`config.mk`:
```
export PLATFORM = sky130hd
export DESIGN_NAME = rot_set_sleep
export DESIGN_NICKNAME = d
export VERILOG_FILES = /design/src/common/exec_pkg.sv /design/src/common/dec_if.sv /design/src/rtl/instr_decode.sv /design/src/rtl/rot_set_sleep.sv
export SDC_FILE = /design/constraint.sdc
export NUM_CORES = 1
export LEC_CHECK = 0
export BUFFER_PORTS_ARGS = -buffer_cell sky130_fd_sc_hd__buf_2
export CAP_MARGIN = 20
export CORE_UTILIZATION = 47
export CTS_CLUSTER_SIZE = 10
export DETAILED_ROUTE_END_ITERATION = 7
export PLACE_DENSITY = 0.75
export SKIP_CTS_REPAIR_TIMING = 1
export SLEW_MARGIN = 20
export SYNTH_ARGS = -nofsm -noshare
export SYNTH_HDL_FRONTEND = slang
export SYNTH_HIERARCHICAL = 1
export SYNTH_SLANG_ARGS = --single-unit
```
`constraint.sdc`:
```
create_clock -name clk -period 1.8 [get_ports clk]
set_input_delay 0.18 -clock clk [delete_from_list [all_inputs] [get_ports clk]]
set_output_delay 0.18 -clock clk [all_outputs]
set_load 0.01 [all_outputs]
```
`src/common/exec_pkg.sv`:
```
package exec_pkg;
	// ----------------------------------------
	// instruction encodings
	// ----------------------------------------
	localparam logic [5:0]  ROT_OPC     = 6'h10;   // 0100 00 d a f
	localparam logic [6:0]  SET_OPC     = 7'h34;   // 0110 100 a f
	localparam logic [15:0] SLEEP_WORD  = 16'h0003;
	localparam int          ROT_HI      = 15;
	localparam int          ROT_LO      = 10;
	localparam int          SET_LO      = 9;
	localparam int          DEST_BIT    = 9;
	localparam int          ACC_BIT     = 8;
	// ----------------------------------------
	// data constants
	// ----------------------------------------
	localparam logic [7:0]  ALL_ONES    = 8'hff;
	localparam logic [7:0]  ZERO_BYTE   = 8'h00;
	localparam logic [3:0]  ACCESS_BANK = 4'h0;
	localparam logic [1:0]  PHASE_LAST  = 2'h3;
	// ----------------------------------------
	// quarter phases, gray ordered
	// ----------------------------------------
	typedef enum logic [1:0] {
		Q1 = 2'b00,
		Q2 = 2'b01,
		Q3 = 2'b11,
		Q4 = 2'b10
	} phase_t;
	// decoded operation
	typedef enum logic [1:0] {
		OP_NONE  = 2'h0,
		OP_ROT   = 2'h1,
		OP_SET   = 2'h2,
		OP_SLEEP = 2'h3
	} op_t;
endpackage

```
`src/common/dec_if.sv`:
```
`timescale 1ns/1ps
`default_nettype none
// decoded instruction fields passed from decoder to executor
interface dec_if;
	exec_pkg::op_t op;        // which operation
	logic          dest_file; // destination select
	logic          use_bank;  // access select
	logic [7:0]    faddr;     // file address low byte
	modport dec (output op, output dest_file, output use_bank, output faddr);
	modport exe (input op, input dest_file, input use_bank, input faddr);
endinterface
`default_nettype wire

```
`src/rtl/instr_decode.sv`:
```
`timescale 1ns/1ps
`default_nettype none
// ----------------------------------------
// pure combinational opcode decoder
// ----------------------------------------
module instr_decode (
	// fetched word
	input  wire logic [15:0] word,
	// decoded fields
	dec_if.dec               d
);
	always_comb begin
		d.dest_file = word[exec_pkg::DEST_BIT];
		d.use_bank  = word[exec_pkg::ACC_BIT];
		d.faddr     = word[7:0];
		if (word[exec_pkg::ROT_HI:exec_pkg::ROT_LO] == exec_pkg::ROT_OPC) begin
			d.op = exec_pkg::OP_ROT;
		end else if (word[exec_pkg::ROT_HI:exec_pkg::SET_LO] == exec_pkg::SET_OPC) begin
			d.op = exec_pkg::OP_SET;
		end else if (word == exec_pkg::SLEEP_WORD) begin
			d.op = exec_pkg::OP_SLEEP;
		end else begin
			d.op = exec_pkg::OP_NONE;
		end
	end
endmodule
`default_nettype wire

```
`src/rtl/rot_set_sleep.sv`:
```
`timescale 1ns/1ps
`default_nettype none
// Behaviour
// - rotate is one word, one cycle, Q1..Q4
// - access bit 1 uses bank select register
// - destination 0 writes working register only
// - destination 1 writes rotated value to file
// - set-all writes 0xff to file register
// - sleep clears power-down, sets time-out flag
// - sleep clears watchdog count and postscaler
// - sleep halts oscillator, enters low power
// - watchdog wake clears time-out flag
// - rotate right, old bit0 into bit7
// - rotate opcode 0100 00 d a f
// - access bit 0 uses fixed access bank
module rot_set_sleep (
	// clock and reset
	input  wire logic        clk,
	input  wire logic        nrst,
	// instruction stream, sampled at Q1
	input  wire logic [15:0] instr_word,
	input  wire logic        instr_valid,
	// file register read port, data sampled in the same cycle as the address
	input  wire logic [7:0]  file_rdata,
	// bank select register contents
	input  wire logic [3:0]  bank_select_register,
	// wake sources (from outside the clock domain)
	input  wire logic        wake_wdt,
	input  wire logic        wake_other,
	// file register access
	output logic      [11:0] file_addr,
	output logic      [7:0]  file_wdata,
	output logic             file_we,
	// working register
	output logic      [7:0]  w_ff,
	// status flags
	output logic             neg_flag,
	output logic             zero_flag,
	output logic             power_down_flag,
	output logic             time_out_flag,
	// watchdog and oscillator control
	output logic             wdt_clear,
	output logic             osc_stop,
	output logic             sleeping
);
	// ----------------------------------------
	// wake synchronisers
	// ----------------------------------------
	logic wdt_s1_ff, wdt_s2_ff;   // watchdog wake chain
	logic oth_s1_ff, oth_s2_ff;   // other wake chain
	always_ff @(posedge clk or negedge nrst) begin
		if (!nrst) begin
			wdt_s1_ff <= 1'b0;
			wdt_s2_ff <= 1'b0;
			oth_s1_ff <= 1'b0;
			oth_s2_ff <= 1'b0;
		end else begin
			wdt_s1_ff <= wake_wdt;
			wdt_s2_ff <= wdt_s1_ff;
			oth_s1_ff <= wake_other;
			oth_s2_ff <= oth_s1_ff;
		end
	end

	// ----------------------------------------
	// decode
	// ----------------------------------------
	dec_if dq ();
	instr_decode u_dec (
		.word (instr_word),
		.d    (dq)
	);

	// ----------------------------------------
	// state
	// ----------------------------------------
	exec_pkg::phase_t phase_ff, nxt_phase;  // quarter phase
	exec_pkg::op_t    op_ff, nxt_op;        // latched operation
	logic             dest_ff, nxt_dest;    // destination select
	logic [11:0]      addr_ff, nxt_addr;    // full file address
	logic [7:0]       opnd_ff, nxt_opnd;    // operand read in Q2
	logic [7:0]       res_ff, nxt_res;      // result built in Q3
	logic [7:0]       nxt_w, nxt_wdata;
	logic             nxt_we, nxt_n, nxt_z, nxt_pd, nxt_to;
	logic             nxt_wclr, nxt_stop, nxt_sleep;
	logic             fetch_ok;             // core advances only when awake

	// ----------------------------------------
	// next-state logic
	// ----------------------------------------
	always_comb begin
		fetch_ok  = !sleeping;
		nxt_phase = phase_ff;
		nxt_op    = op_ff;
		nxt_dest  = dest_ff;
		nxt_addr  = addr_ff;
		nxt_opnd  = opnd_ff;
		nxt_res   = res_ff;
		nxt_w     = w_ff;
		nxt_wdata = file_wdata;
		nxt_we    = 1'b0;          // write strobe is a single cycle
		nxt_n     = neg_flag;
		nxt_z     = zero_flag;
		nxt_pd    = power_down_flag;
		nxt_to    = time_out_flag;
		nxt_wclr  = 1'b0;
		nxt_stop  = osc_stop;
		nxt_sleep = sleeping;
		if (sleeping) begin
			// oscillator stopped: only a wake source restarts the core
			if (wdt_s2_ff) begin
				nxt_to    = 1'b0;
				nxt_sleep = 1'b0;
				nxt_stop  = 1'b0;
			end else if (oth_s2_ff) begin
				nxt_sleep = 1'b0;
				nxt_stop  = 1'b0;
			end
		end else if (fetch_ok) begin
			case (phase_ff)
				exec_pkg::Q1: begin
					// decode and form the address
					nxt_op   = instr_valid ? dq.op : exec_pkg::OP_NONE;
					nxt_dest = dq.dest_file;
					if (dq.use_bank) begin
						nxt_addr = {bank_select_register, dq.faddr};
					end else begin
						nxt_addr = {exec_pkg::ACCESS_BANK, dq.faddr};
					end
					nxt_phase = exec_pkg::Q2;
				end
				exec_pkg::Q2: begin
					// read the operand; sleep performs no read
					if (op_ff != exec_pkg::OP_SLEEP) begin
						nxt_opnd = file_rdata;
					end
					nxt_phase = exec_pkg::Q3;
				end
				exec_pkg::Q3: begin
					if (op_ff == exec_pkg::OP_ROT) begin
						nxt_res = {opnd_ff[0], opnd_ff[7:1]};
					end else if (op_ff == exec_pkg::OP_SET) begin
						nxt_res = exec_pkg::ALL_ONES;
					end
					nxt_phase = exec_pkg::Q4;
				end
				default: begin
					// Q4: write destination
					if (op_ff == exec_pkg::OP_ROT) begin
						if (dest_ff) begin
							nxt_wdata = res_ff;
							nxt_we    = 1'b1;
						end else begin
							nxt_w = res_ff;
						end
						nxt_n = res_ff[7];
						nxt_z = (res_ff == exec_pkg::ZERO_BYTE);
					end else if (op_ff == exec_pkg::OP_SET) begin
						// flags untouched
						nxt_wdata = res_ff;
						nxt_we    = 1'b1;
					end else if (op_ff == exec_pkg::OP_SLEEP) begin
						nxt_pd    = 1'b0;
						nxt_to    = 1'b1;
						nxt_wclr  = 1'b1;
						nxt_stop  = 1'b1;
						nxt_sleep = 1'b1;
					end
					nxt_phase = exec_pkg::Q1;
				end
			endcase
		end
	end

	// ----------------------------------------
	// registers
	// ----------------------------------------
	always_ff @(posedge clk or negedge nrst) begin
		if (!nrst) begin
			phase_ff        <= exec_pkg::Q1;
			op_ff           <= exec_pkg::OP_NONE;
			dest_ff         <= 1'b0;
			addr_ff         <= 12'h000;
			opnd_ff         <= 8'h00;
			res_ff          <= 8'h00;
			w_ff            <= 8'h00;
			file_wdata      <= 8'h00;
			file_we         <= 1'b0;
			neg_flag        <= 1'b0;
			zero_flag       <= 1'b0;
			power_down_flag <= 1'b1;   // power-on: both status bits set
			time_out_flag   <= 1'b1;
			wdt_clear       <= 1'b0;
			osc_stop        <= 1'b0;
			sleeping        <= 1'b0;
		end else begin
			phase_ff        <= nxt_phase;
			op_ff           <= nxt_op;
			dest_ff         <= nxt_dest;
			addr_ff         <= nxt_addr;
			opnd_ff         <= nxt_opnd;
			res_ff          <= nxt_res;
			w_ff            <= nxt_w;
			file_wdata      <= nxt_wdata;
			file_we         <= nxt_we;
			neg_flag        <= nxt_n;
			zero_flag       <= nxt_z;
			power_down_flag <= nxt_pd;
			time_out_flag   <= nxt_to;
			wdt_clear       <= nxt_wclr;
			osc_stop        <= nxt_stop;
			sleeping        <= nxt_sleep;
		end
	end

	// address register is the output flip-flop itself
	assign file_addr = addr_ff;
endmodule
`default_nettype wire

```
* Word-level counts from Yosys, hierarchy flattened *
Cells that the tools add are included.

storage, ports and cells
  output and inout bits = 36
  bits of input ports = 33
  flip-flop bits (word level) = 61

cells by class
  eq/ne operators = 15
  muxes and demuxes = 33
  bitwise logic cells = 5
  reductions and logical operators = 14

operators by type and width
  cell                                                               number
  8-bit 2-to-1 mux                                                   5
  1-bit 2-to-1 mux                                                   22
  16-bit by 2-bit == test with 1-bit output (second input constant)  1
  5-bit AND reduction                                                3
  12-bit 2-to-1 mux                                                  1
  3-bit AND reduction                                                3
  8-bit zero test                                                    1
  2-bit 2-to-1 mux                                                   4
  2-bit != test (second input constant)                              4
  4-bit AND reduction                                                2
  7-bit by 6-bit == test with 1-bit output (second input constant)   1
  2-bit == test (second input constant)                              3
  6-bit by 5-bit == test with 1-bit output (second input constant)   1
  2-bit one-hot mux with 3 select lines                              1
  1-bit inverter                                                     5
  2-bit by 1-bit == test with 1-bit output (second input constant)   2
  2-bit by 1-bit != test with 1-bit output (second input constant)   2
  2-bit nonzero test                                                 2
  3-bit by 1-bit != test with 1-bit output (second input constant)   1
  3-bit OR reduction                                                 1
  2-bit zero test                                                    1
  2-bit AND reduction                                                1

* Longest topological paths before layout *
  depth in word-level cells = 6
  gate-level depth with buffers = 7
  gate-level depth less buffers = 5

* Modules after synthesis *
Netlist, hierarchy kept.

by module, submodules not included
  module         times used  cells each  area an instance (um^2)
  rot_set_sleep  1           200         2419.8
  instr_decode   1           20          151.4

* Least setup slack after synthesis *
No wires, ideal clock.

  kind = reg2reg
  start point = register op_ff[1]
  end point = register file_wdata[0]
  data arrival time = 1611 ps
  path slack = 65 ps
  cell stages (with the launch flop) = 7
  data required time = 1675 ps
  cell sequence = dfrtp_1 > inv_1 > ha_1 > buf_2 > nor2b_1 > nor3b_4 > mux2_2

on the way
  longest elaborated chain between the ends = 3
  elaborated cells on any way between the ends = 6
  those cells by class = 3 x eq/ne; 1 x mux; 2 x reduce/logical

ends and longest elaborated chain
  item                                                                              RTL line                                    source
  start: declaration                                                                rot_set_sleep.sv:78                         exec_pkg::op_t op_ff, nxt_op;
  start signal: assignment                                                          rot_set_sleep.sv:181                        op_ff <= exec_pkg::OP_NONE;
  start signal: assignment                                                          rot_set_sleep.sv:198                        op_ff <= nxt_op;
  2-bit by 1-bit == test with 1-bit output / 2-bit == test (equally long branches)  rot_set_sleep.sv:149, rot_set_sleep.sv:158
  2-bit != test (no source line) / 2-bit nonzero test (equally long branches)       --
  4-bit AND reduction (no source line)                                              --
  end signal: assignment                                                            rot_set_sleep.sv:204                        file_wdata <= nxt_wdata;
  end: declaration                                                                  rot_set_sleep.sv:32                         output logic [7:0] file_wdata,

Parallel ways exist; a longest one is shown, timed or not.
A chain may end at the register's enable or synchronous reset.

* Worst setup path after layout *
  start point = register op_ff[1]
  end point = register file_wdata[7]

Same word-level chain as after synthesis.

==> impl_metrics.json <==
{
  "p_per_area_nw_per_um2": 844.0,
  "min_path_type": "input pin to register",
  "synth_cells": 220,
  "crit_chain": "inv_1 > ha_1 > nor2b_2 > nor3b_4 > buf_4 > mux2_2",
  "clock.fmax_mhz": 582.0,
  "portBuffers": 68,
  "io_pins": 69,
  "core_um2": 5172,
  "pwr-share-clk_pct": 40.2,
  "drive_gt1_share_pct": 43.05,
  "cts_made_buffers": 9,
  "overflow": 0,
  "gp_congestion": 0.8196,
  "hold_violations": 0,
  "holdPathStages": 3,
  "power_leakage_uw": 0.001716,
  "p_switching_uw": 605.6,
  "chipHeight_um": 75.97,
  "syn_to_final_growth_pct": 25.50,
  "avgSynthCellArea_um2": 11.69,
  "worst_r2r_endpoint": "file_wdata[7]",
  "clockRootBuffer": "clkbuf_8",
  "drv_slew": 0,
  "p_int_uw": 2118,
  "register_area_um2": 1530,
  "period_share_pct": 95.45,
  "dp_slack_ns": -0.01756,
  "drv_cap": 0,
  "grt_use_total_pct": 18.86,
  "status": "finished clean",
  "cp_slowest_cell": "dfrtp_1",
  "drc": 0,
  "critPathMaxFanout": 8,
  "grt_pass1_vias": 1810,
  "fin_worst_skew_ns": 0.007772,
  "clkTransAtPathRegs_ns": 0.07,
  "worstSetupPathType": "register to register",
  "slowest_delay_ns": 0.40,
  "r2r_setup_slack_ns": 0.08,
  "seq_area_frac_synth_pct": 59.46,
  "yosysTopAreaCell": "dfrtp_1",
  "critPathCaptureType": "register",
  "required_ns": 2.00,
  "die_w_um": 75.97,
  "final_util_pct": 62.39,
  "first_pass_iters": 4,
  "via_count": 1857,
  "grt_pass1_wl_mm": 8.445,
  "drt_iter0_markers": 70,
  "synth_top_area_share_pct": 57.42,
  "clk_latency_ns": 0.32,
  "wl_per_cell_um": 13.62,
  "die_area_um2": 5771,
  "yosysWarnings": 6,
  "antenna_left": 0,
  "cts_tree": "built",
  "dp_hpwl_mm": 3.631,
  "tightest_slew_ns": 0.4700,
  "clkSinkCount": 61,
  "fin_ws_ns": 0.08192,
  "stdcell_count": 372,
  "critPathBufInv": 2,
  "rr_startpoint": "op_ff[1]",
  "n_fill_cell": 427,
  "power_frac_comb_pct": 6.2,
  "seqPwrFrac_pct": 53.6,
  "rows": 26,
  "clk_path_buf_depth": 2,
  "slew_headroom_pct": 68.66,
  "synthTopCellsByArea": "dfrtp_1 57%, mux2_2 11%, nand2_1 6.4%",
  "via_per_inst": 4.992,
  "ys_types": 31,
  "min_from": "instr_word[1]",
  "cp_top_family": "flip-flops",
  "dp_cells": 351,
  "swShare_pct": 22.24,
  "start_kind": "register",
  "antenna_found_initial": 0,
  "h-tree-depth": 3,
  "wirelength_mm": 5.065,
  "ir_drop_uv": 425.9,
  "grt_max_degree": 29,
  "synth_nets": 258,
  "nets": 335,
  "start_util_pct": 49.71,
  "placed_cell_area_um2": 2988,
  "multiInputGateArea_um2": 912.1,
  "hold_end": "file_addr[1]",
  "synth-seq-cells": 61,
  "design_area_um2": 3227,
  "worst_ep_arrival_time_ns": 1.92,
  "setup_viol": 0,
  "netlist_area_um2": 2571,
  "post-route-min-period_ns": 1.718,
  "p_total_uw": 2723,
  "num_antenna_cells": 0,
  "rr_worst_depth": 6
}
## metrics by stage
stage          hold slack (ns)  setup TNS [ns]
2_1_floorplan          -0.1156               0
3_3_place_gp            0.1347               0
3_5_place_dp            0.1457        -0.08180
4_1_cts                -0.2080        -0.05544
5_1_grt                0.06471        -0.06273
6_report               0.05878               0
## state kept, by name (all words and copies together), names as in the netlist, 2 cells and up
signal,count
phase_ff,2
op_ff,2
res_ff,8
opnd_ff,8
file_wdata,8
w_ff,8
file_addr,12
## worst register-to-register path, cell delays in order (launching register included)
cell,delay (ns)
dfrtp_1,0.40
inv_1,0.11
ha_1,0.21
nor2b_2,0.18
nor3b_4,0.18
buf_4,0.19
mux2_2,0.35
## cells in the mapped netlist, drive strengths merged
library cell	n
dfrtp	59
nand2	44
mux2	25
buf	14
inv	12
a31oi	9
nor2	9
nand3	7
ha	5
nor4	4
clkbuf	3
o21ai	3
a21o	2
dfstp	2
mux2i	2
nand2b	2
nand3b	2
nor2b	2
nor3	2
nor3b	2
nor4bb	2
or3	2
a21oi	1
and2	1
and4	1
nor4b	1
o22ai	1
or4	1
## per-layer routing
layer	up-vias	GRT usage, %	part of all wire (%)
li1	890	-	-
met1	908	25.20	44
met2	48	29.00	50
met3	11	4.217	4.3
met4	0	9.615	1.8
met5	-	0	0
## cells by family after synthesis
family	synth area share, %
AND/OR/NAND/NOR	16.30
flip-flops	59.46
buffers and inverters	6.034
multiplexers	11.73
AO/OA/AOI/OAI	4.038
adder cells (fa/ha/maj)	2.433
## power groups by stage
stage	clock, µW	combinational [µW]	sequential [µW]
final	1090	169	1460
after global routing	1190	192	1470
after CTS	1130	168	1460
after detailed placement	0	167	1480
after global placement	0	162	1480
after floorplan	0	71.3	1480
## final cells by class
type	instances	share of cell area [%]
flip-flops and latches	61	47.42
clock inverters	1	0.1551
clock buffers	15	5.467
repair buffers	83	14.58
multi-input cells	130	28.27
inverters	12	1.396
well taps	70	2.714
## worst max path at each step
stage / startpoint / to / slack, ns / cells after the start
final: op_ff[1] / file_wdata[7] / 0.08 / 6
after global routing: op_ff[1] / file_wdata[7] / -0.01 / 6
after CTS: op_ff[0] / file_wdata[7] / -0.02 / 4
after detailed placement: op_ff[0] / file_wdata[7] / -0.02 / 4
after global placement: op_ff[0] / file_wdata[0] / 0.06 / 4
after floorplan: op_ff[1] / file_wdata[0] / 0.06 / 6
## placed cells by master, fill, tap and decap left out, types with 2 or more instances in the layout
master / instances
nor2_1: 9
a31oi_1: 9
nor3_2: 2
a21o_1: 2
nor4_1: 4
o21ai_0: 3
dfstp_2: 2
mux2_2: 25
clkbuf_1: 3
nand2b_1: 2
ha_1: 5
clkbuf_8: 12
buf_2: 69
nand3b_1: 2
nand2_1: 43
dlygate4sd3_1: 3
dfrtp_1: 58
or3_1: 2
nand3_1: 7
nor3b_4: 2
buf_4: 10
mux2i_1: 2
inv_1: 12
(Power assumes the default switching activity.)
